File: src/common/pmae_pkg.sv
// constants and types of the alert, output-two and energy command logic
// assumes a bus engine that turns wire traffic into decoded commands
// Contract
// - voltage warning alert enables, default off
// - current limit, overpower alert enables, default off
// - output two mode: alert, gpo, reserved, comparator
// - comparator mode shows unlatched OR of warnings
// - polarity bit: 0 active low, 1 high
// - device configuration byte at 0xD8, reset 0x00
// - bit 7 picks short overcurrent glitch filter
// - bit 6 keeps foldback off current limit
// - operation command refused while bit 5 low
// - bit 4 makes current warning two overcurrent
// - configuration low nibble reads as zero
// - peak power word at 0xDA, zero write clears
// - peak holds max power, bit 15 zero
// - 0xDB block: count 3, product low first
// - 0xDC block: count 8, eight data bytes
// - bytes 1-3 energy accumulator, low first
// - bytes 4-5 rollover count, low first
// - bytes 6-8 sample count, low first
// - alert config two at 0xD6, reset 0x8000
package pmae_pkg;
   // ******************************
   // command codes
   // ******************************
   localparam logic [7:0] CMD_OPERATION = 8'h01;
   localparam logic [7:0] CMD_ALERT_CFG = 8'hD6;
   localparam logic [7:0] CMD_DEV_CFG   = 8'hD8;
   localparam logic [7:0] CMD_PWR_CYCLE = 8'hD9;
   localparam logic [7:0] CMD_PEAK_PIN  = 8'hDA;
   localparam logic [7:0] CMD_PIN_EXT   = 8'hDB;
   localparam logic [7:0] CMD_EIN_EXT   = 8'hDC;
   // ******************************
   // reset values, counts, fields
   // ******************************
   localparam logic [15:0] ALERT_CFG_RST = 16'h8000;
   localparam logic [7:0]  DEV_CFG_RST   = 8'h00;
   localparam logic [14:0] PEAK_RST      = 15'h0000;
   localparam logic [7:0]  DEV_CFG_WMASK = 8'hF0;
   localparam logic [7:0]  PIN_EXT_COUNT = 8'h03;
   localparam logic [7:0]  EIN_EXT_COUNT = 8'h08;
   localparam int ALERT_EN_HI = 8;
   localparam int ALERT_EN_LO = 3;
   localparam int MODE_HI     = 2;
   localparam int MODE_LO     = 1;
   localparam int POL_BIT     = 0;
   localparam int FILT_BIT    = 7;
   localparam int FLB_BIT     = 6;
   localparam int OPEN_BIT    = 5;
   localparam int WARN2_BIT   = 4;
   localparam logic [1:0] MODE_ALERT = 2'h0;
   localparam logic [1:0] MODE_GPO   = 2'h1;
   localparam logic [1:0] MODE_CMP   = 2'h3;
   // ******************************
   // types
   // ******************************
   typedef enum logic [2:0] {
      KIND_WR_BYTE = 3'h1,
      KIND_WR_WORD = 3'h2,
      KIND_READ    = 3'h3,
      KIND_SEND    = 3'h4,
      KIND_BLK_RD  = 3'h5
   } pmae_kind_t;
   typedef enum logic {
      BLK_IDLE = 1'b0,
      BLK_SEND = 1'b1
   } pmae_blk_t;
   typedef struct packed {
      logic        valid;
      pmae_kind_t  kind;
      logic [7:0]  code;
      logic [15:0] data;
   } pmae_cmd_t;
   typedef struct packed {
      logic        valid;
      logic        ack;
      logic [15:0] data;
   } pmae_resp_t;
   // order matches alert enable bits 8 down to 3
   typedef struct packed {
      logic in_ov;
      logic in_uv;
      logic out_ov;
      logic out_uv;
      logic cur_lim;
      logic overpower;
   } pmae_warn_t;
   typedef struct packed {
      logic        valid;
      logic [14:0] word;
      logic [23:0] ext;
   } pmae_sample_t;
   typedef struct packed {
      logic [15:0] alert_cfg;
      logic [7:0]  dev_cfg;
      logic [14:0] peak;
      logic [23:0] pin_ext;
      logic [23:0] energy;
      logic [15:0] roll;
      logic [23:0] samples;
      logic [63:0] blk;
      logic [3:0]  left;
      pmae_blk_t   bst;
      pmae_resp_t  resp;
      logic [7:0]  byte_d;
      logic        byte_v;
      logic        cycle_p;
      logic        oper_p;
      logic [7:0]  oper_d;
      logic        alert;
      logic        pin;
   } pmae_state_t;
endpackage

File: src/rtl/pmae_regs.sv
// command registers for alerts, output two, peak power and energy
// assumes decoded commands and samples on the same clock
`timescale 1ns/1ps
module pmae_regs
   import pmae_pkg::*;
(
   input  wire logic         mclk_in,
   input  wire logic         reset_in,
   input  wire pmae_cmd_t    cmd_in,
   input  wire logic         byte_req_in,
   input  wire pmae_warn_t   status_in,
   input  wire pmae_warn_t   compare_in,
   input  wire pmae_sample_t sample_in,
   output pmae_resp_t        resp_out,
   output logic [7:0]        byte_out,
   output logic              byte_valid_out,
   output logic [15:0]       alert_cfg_out,
   output logic              alert_out,
   output logic              output_two_pin_out,
   output logic              filter_short_out,
   output logic              foldback_disable_out,
   output logic              current_warn_two_select_out,
   output logic              power_cycle_out,
   output logic              operation_out,
   output logic [7:0]        operation_data_out
);
   // ******************************
   // state
   // ******************************
   pmae_state_t s_reg;
   pmae_state_t s_next;
   logic [24:0] esum;
   logic [5:0]  en6;
   logic        alert_now;
   logic        cmp_now;
   logic        act;
   logic [1:0]  mode;

   function automatic logic is_wr(input pmae_cmd_t c, input pmae_kind_t k);
      is_wr = c.kind == k;
   endfunction

   // ******************************
   // next state
   // ******************************
   always_comb begin
      s_next = s_reg;
      esum = '0;
      en6 = s_reg.alert_cfg[ALERT_EN_HI:ALERT_EN_LO];
      mode = s_reg.alert_cfg[MODE_HI:MODE_LO];
      s_next.resp = '0;
      s_next.cycle_p = 1'b0;
      s_next.oper_p = 1'b0;
      s_next.byte_v = 1'b0;
      // block stream walks out low byte first
      if (s_reg.bst == BLK_SEND && byte_req_in) begin
         s_next.byte_d = s_reg.blk[7:0];
         s_next.blk = s_reg.blk >> 8;
         s_next.left = s_reg.left - 4'h1;
         s_next.byte_v = 1'b1;
         if (s_reg.left == 4'h1) begin
            s_next.bst = BLK_IDLE;
         end
      end
      // a new command aborts an unfinished block stream
      if (cmd_in.valid) begin
         s_next.resp.valid = 1'b1;
         // bytes of a dropped stream are never sent
         s_next.bst = BLK_IDLE;
         s_next.byte_v = 1'b0;
         s_next.resp.ack = 1'b1;
         unique case (cmd_in.code)
            CMD_ALERT_CFG: begin
               if (is_wr(cmd_in, KIND_WR_WORD)) begin
                  s_next.alert_cfg = cmd_in.data;
               end else if (is_wr(cmd_in, KIND_READ)) begin
                  s_next.resp.data = s_reg.alert_cfg;
               end else begin
                  s_next.resp.ack = 1'b0;
               end
            end
            CMD_DEV_CFG: begin
               if (is_wr(cmd_in, KIND_WR_BYTE)) begin
                  s_next.dev_cfg = cmd_in.data[7:0] & DEV_CFG_WMASK;
               end else if (is_wr(cmd_in, KIND_READ)) begin
                  s_next.resp.data = {8'h00, s_reg.dev_cfg};
               end else begin
                  s_next.resp.ack = 1'b0;
               end
            end
            CMD_PWR_CYCLE: begin
               s_next.resp.ack = is_wr(cmd_in, KIND_SEND);
               s_next.cycle_p = is_wr(cmd_in, KIND_SEND);
            end
            CMD_PEAK_PIN: begin
               if (is_wr(cmd_in, KIND_WR_WORD)) begin
                  s_next.peak = cmd_in.data[14:0];
               end else if (is_wr(cmd_in, KIND_READ)) begin
                  s_next.resp.data = {1'b0, s_reg.peak};
               end else begin
                  s_next.resp.ack = 1'b0;
               end
            end
            CMD_PIN_EXT: begin
               if (is_wr(cmd_in, KIND_BLK_RD)) begin
                  s_next.resp.data = {8'h00, PIN_EXT_COUNT};
                  s_next.blk = {40'h0, s_reg.pin_ext};
                  s_next.left = 4'h3;
                  s_next.bst = BLK_SEND;
               end else begin
                  s_next.resp.ack = 1'b0;
               end
            end
            CMD_EIN_EXT: begin
               if (is_wr(cmd_in, KIND_BLK_RD)) begin
                  s_next.resp.data = {8'h00, EIN_EXT_COUNT};
                  // one snapshot keeps all eight bytes consistent
                  s_next.blk = {s_reg.samples, s_reg.roll, s_reg.energy};
                  s_next.left = 4'h8;
                  s_next.bst = BLK_SEND;
               end else begin
                  s_next.resp.ack = 1'b0;
               end
            end
            CMD_OPERATION: begin
               // guards against a card switching itself off
               if (s_reg.dev_cfg[OPEN_BIT] && is_wr(cmd_in, KIND_WR_BYTE)) begin
                  s_next.oper_p = 1'b1;
                  s_next.oper_d = cmd_in.data[7:0];
               end else begin
                  s_next.resp.ack = 1'b0;
               end
            end
            default: begin
               s_next.resp.ack = 1'b0;
            end
         endcase
      end
      // sample after the write so a new peak beats a clear
      if (sample_in.valid) begin
         esum = {1'b0, s_reg.energy} + {10'h000, sample_in.word};
         s_next.energy = esum[23:0];
         s_next.samples = s_reg.samples + 24'h000001;
         s_next.pin_ext = sample_in.ext;
         if (esum[24]) begin
            s_next.roll = s_reg.roll + 16'h0001;
         end
         if (sample_in.word > s_next.peak) begin
            s_next.peak = sample_in.word;
         end
      end
      // ******************************
      // alert and output two
      // ******************************
      alert_now = |(en6 & status_in);
      cmp_now = |(en6 & compare_in);
      unique case (mode)
         MODE_ALERT: act = alert_now;
         MODE_CMP:   act = cmp_now;
         default:    act = 1'b0;
      endcase
      s_next.alert = alert_now;
      if (mode == MODE_GPO) begin
         s_next.pin = s_reg.alert_cfg[POL_BIT];
      end else begin
         s_next.pin = s_reg.alert_cfg[POL_BIT] ? act : ~act;
      end
   end

   always_ff @(posedge mclk_in) begin
      if (reset_in) begin
         s_reg <= '0;
         s_reg.alert_cfg <= ALERT_CFG_RST;
         s_reg.dev_cfg <= DEV_CFG_RST;
         s_reg.peak <= PEAK_RST;
         s_reg.bst <= BLK_IDLE;
         s_reg.pin <= 1'b1;
      end else begin
         s_reg <= s_next;
      end
   end

   // ******************************
   // outputs
   // ******************************
   assign resp_out = s_reg.resp;
   assign byte_out = s_reg.byte_d;
   assign byte_valid_out = s_reg.byte_v;
   assign alert_cfg_out = s_reg.alert_cfg;
   assign alert_out = s_reg.alert;
   assign output_two_pin_out = s_reg.pin;
   assign filter_short_out = s_reg.dev_cfg[FILT_BIT];
   assign foldback_disable_out = s_reg.dev_cfg[FLB_BIT];
   assign current_warn_two_select_out = s_reg.dev_cfg[WARN2_BIT];
   assign power_cycle_out = s_reg.cycle_p;
   assign operation_out = s_reg.oper_p;
   assign operation_data_out = s_reg.oper_d;
endmodule

File: config.mk
export PLATFORM = sky130hd
export DESIGN_NAME = pmae_regs
export DESIGN_NICKNAME = d
export VERILOG_FILES = /design/src/common/pmae_pkg.sv /design/src/rtl/pmae_regs.sv
export SDC_FILE = /design/constraint.sdc
export NUM_CORES = 1
export LEC_CHECK = 0
export BUFFER_PORTS_ARGS = -buffer_cell sky130_fd_sc_hd__buf_2
export CORE_MARGIN = 10
export CORE_UTILIZATION = 60
export CTS_BUF_LIST = sky130_fd_sc_hd__clkbuf_8
export DETAILED_ROUTE_END_ITERATION = 8
export PLACE_DENSITY = 0.82
export REMOVE_ABC_BUFFERS = 1
export SKIP_LAST_GASP = 1
export SLEW_MARGIN = 0
export SYNTH_ARGS = -nofsm -noshare
export SYNTH_HDL_FRONTEND = slang
export SYNTH_SLANG_ARGS = --single-unit
File: constraint.sdc
create_clock -name mclk_in -period 5.7 [get_ports mclk_in]
set_input_delay 0 -clock mclk_in [delete_from_list [all_inputs] [get_ports mclk_in]]
set_output_delay 0 -clock mclk_in [all_outputs]
set_load 0.01 [all_outputs]
==> metrics.txt <==
status=completed; clk_skew=17.13 ps; DRT antenna net count=0; Final min period=4285 ps; largest area contributor in the netlist=dfxtp_1; Slew Viols, Final=0; Worst Hold Launch=byte_req_in; worst rel slew slack=19.83%; CTS tree=yes; die area=24110 um2; fin area=12920 um2; Critical Path Stages=14; post-synth top area share=42.12%; WL per Instance=17.90 um; Async S/R FF share, synth=0%; Clk pin slew, worst setup/hold paths=60 ps; Filler cells=1299; Data arrival, critical path=4710 ps; Critical path origin=cmd_in[26]; cell count after placement=1511; chip height=155.3 um; delay-heaviest family, CP=simple AND/OR/NAND/NOR gates; Primary FF master, synth=dfxtp_1; Die Width=155.3 um; global-route wire length before repair=47870 um; row count=49; GR Util All Layers=23.39%; Tcrit/Tclk final=75.18%; WP buf/inv=3; Worst setup SP type=primary input; CTS buffer count=38; via count=9797; Seq/Total Area, Yosys=42.12%; WS Path Type=in -> reg; Pleak=5.575 nW; Root Buffer=clkbuf_8; core area=17960 um2; fmax=233.4 MHz; YS warnings=0; Post-DP Area=11400 um2; number of antenna violations at the first check in global routing=2; cell mode on critical path=dlygate4sd3_1; synthesis-stage register bit count=231; # IOs=141; Reg2Reg Depth=10; R2R Setup Slk=2060 ps; worst hold path type=in -> reg; RSZ-0062 raised after global routing=no; Critical Path RT=6120 ps; number of max-cap violations=0; post-CTS setup repair buffer count=0; fin cells=1653; Detailed Routing Iterations Pass 1=5; number of flip-flops under the largest register name=173; Reg-to-Reg Start=s_reg[205]$_SDFF_PP0_; final-report setup violation count=0; power per cell area=274.1 nW/um2; largest net degree at the start of global routing=78; CTS resizes=0; Distinct cells, synth=70; number of global-route vias before repair=9636; Worst-Skew Late Latency=540 ps; H-tree lvl count=2; Slew @ Worst Pin=1197 ps; Worst Setup EP=s_reg[209]$_SDFF_PP0_; Worst R2R End=s_reg[209]$_SDFF_PP0_; layout cell share with drive strength beyond 1=16.03%; syn_area_per_cell=8.741 um2; Mapped Cells=1256; GRT Residual Overflow=0; Setup TNS Final=0 ps; final net count=1516; top cells by area, synth=dfxtp_1 (42%), mux2i_1 (8.7%), nand2_1 (5.8%); Fin. Hold Viols=0; IO buf count=140; post-DP HPWL=19230 um; Post-synth EDFFs=0; Starting Density=61.12%; Max Buffers Root-to-Sink=3; Critical Path Max Stage Delay=920 ps; gp weighted congestion=0.8952; clk sinks=231; CP endpoint kind=register; Slowest-stage cell, CP=o221a_1; Max Fanout on Critical Path=30; Area growth, synth to finish=17.70%; VDD IR max=0.2524 mV; Residual DRC=0; vias per std cell=5.927; drt total wl=29580 um; worst-path cell chain=dlygate4sd3_1 -> buf_2 -> and4bb_2 -> nand3_4 -> mux2i_1 -> ha_1 -> nand4_1 -> nor4_1 -> and2_1 -> a32o_1 -> o221a_1 -> nor3_1 -> a31o_1 -> dlygate4sd3_1; initial drt markers=611; Post-Syn Area=10980 um2
## worst register-to-register path: cells and delay by family, from the launching register on
family | cells | cell delay, ps
AOI/OAI and AO/OA | 3 | 1270
and+or+nand+nor | 4 | 900
buffers and inverters | 1 | 550
DFF | 1 | 360
adders and majority gates | 1 | 330
muxes | 1 | 110
## worst min-delay path by stage
stage	endpoint	slack, ps	cells after the start
floorplan	s_reg[196]$_SDFF_PP0_	60	1
global placement	alert_cfg_out[15]$_SDFFE_PP1P_	220	3
detailed placement	alert_cfg_out[15]$_SDFFE_PP1P_	220	3
CTS	byte_valid_out$_SDFF_PP0_	40	3
global route	byte_valid_out$_SDFF_PP0_	80	3
finish	byte_valid_out$_SDFF_PP0_	60	3
## cell usage in the layout (no fill, tap or decap), types with 4 or more instances in the layout
cell type,n
dfxtp_1,231
nand2_1,170
buf_2,139
nor2_1,137
mux2i_1,95
a21oi_1,88
dlygate4sd3_1,74
clkbuf_8,50
o21ai_0,49
ha_1,36
inv_1,29
a221oi_1,24
a22oi_1,23
xor2_1,22
nand3_1,21
nor3_1,20
xnor2_1,18
and3_1,15
a31o_1,14
or4_1,11
buf_4,11
nor2b_1,9
nand4_1,9
o31ai_1,9
a22o_1,8
or3_1,8
nand2b_1,7
o21ai_1,7
a21o_1,7
nor3b_1,6
nor4_1,5
and2_1,4
or2_2,4
## stage by stage
stage	total power (W)	hold slack, ps	setup slack [ps]	util (%)
floorplan	0.001928	64.65	2811	-
global placement	0.002044	218.5	2279	63.46
detailed placement	0.002058	216.4	2120	63.46
CTS	0.003552	41.49	1571	71.91
global route	0.003676	82.25	1065	71.94
finish	0.003542	59.10	1415	71.94
## cell families after synthesis
| group | share of synthesized area, % |
|---|---|
| flops | 42.12 |
| xor+xnor | 3.191 |
| buf+inv | 6.758 |
| mux | 9.174 |
| simple gates | 18.64 |
| compound gates | 15.83 |
| fa+ha+maj | 4.285 |
## cells in the mapped netlist, types with 14 or more instances
cell / number
clkbuf_1: 52
a22oi_1: 23
o21ai_0: 49
a21oi_1: 88
inv_1: 16
buf_4: 51
a31o_1: 14
a221oi_1: 24
xor2_1: 22
nor3_1: 20
and3_1: 15
mux2i_1: 95
dfxtp_1: 231
buf_2: 14
nor2_1: 137
xnor2_1: 18
nand3_1: 21
ha_1: 36
nand2_1: 171
## what timing repair did
item | CTS | global route
hold endpoints to repair | 105 | 0
setup endpoints to repair | 0 | 0
hold buffers | 74 | 0
## cell type report
type,count,area (um2),share of cell area [%]
Antenna cell,2,5.005,0.03873
Clock buffer,50,688.2,5.325
Clock inverter,16,88.84,0.6875
Inverter,16,60.06,0.4648
Multi-Input combinational cell,885,5650,43.73
Sequential cell,231,4624,35.79
Tap cell,229,286.5,2.217
Timing Repair Buffer,224,1519,11.75
## power by group
part / total (W) / internal (W) / switching, W
Combinational: 0.000389 / 0.000178 / 0.000211
Sequential: 0.00169 / 0.00165 / 0.0000343
Clock: 0.00146 / 0.000825 / 0.000640
## per-layer routing
layer | wire length [um] | vias up | global-route usage [%]
li1 | - | 4660 | -
met1 | 11700 | 4659 | 26.94
met2 | 14660 | 384 | 40.60
met3 | 2077 | 94 | 4.715
met4 | 1148 | 0 | 11.19
met5 | 0 | - | 0
No activity file was read; power rests on OpenSTA's default activity.
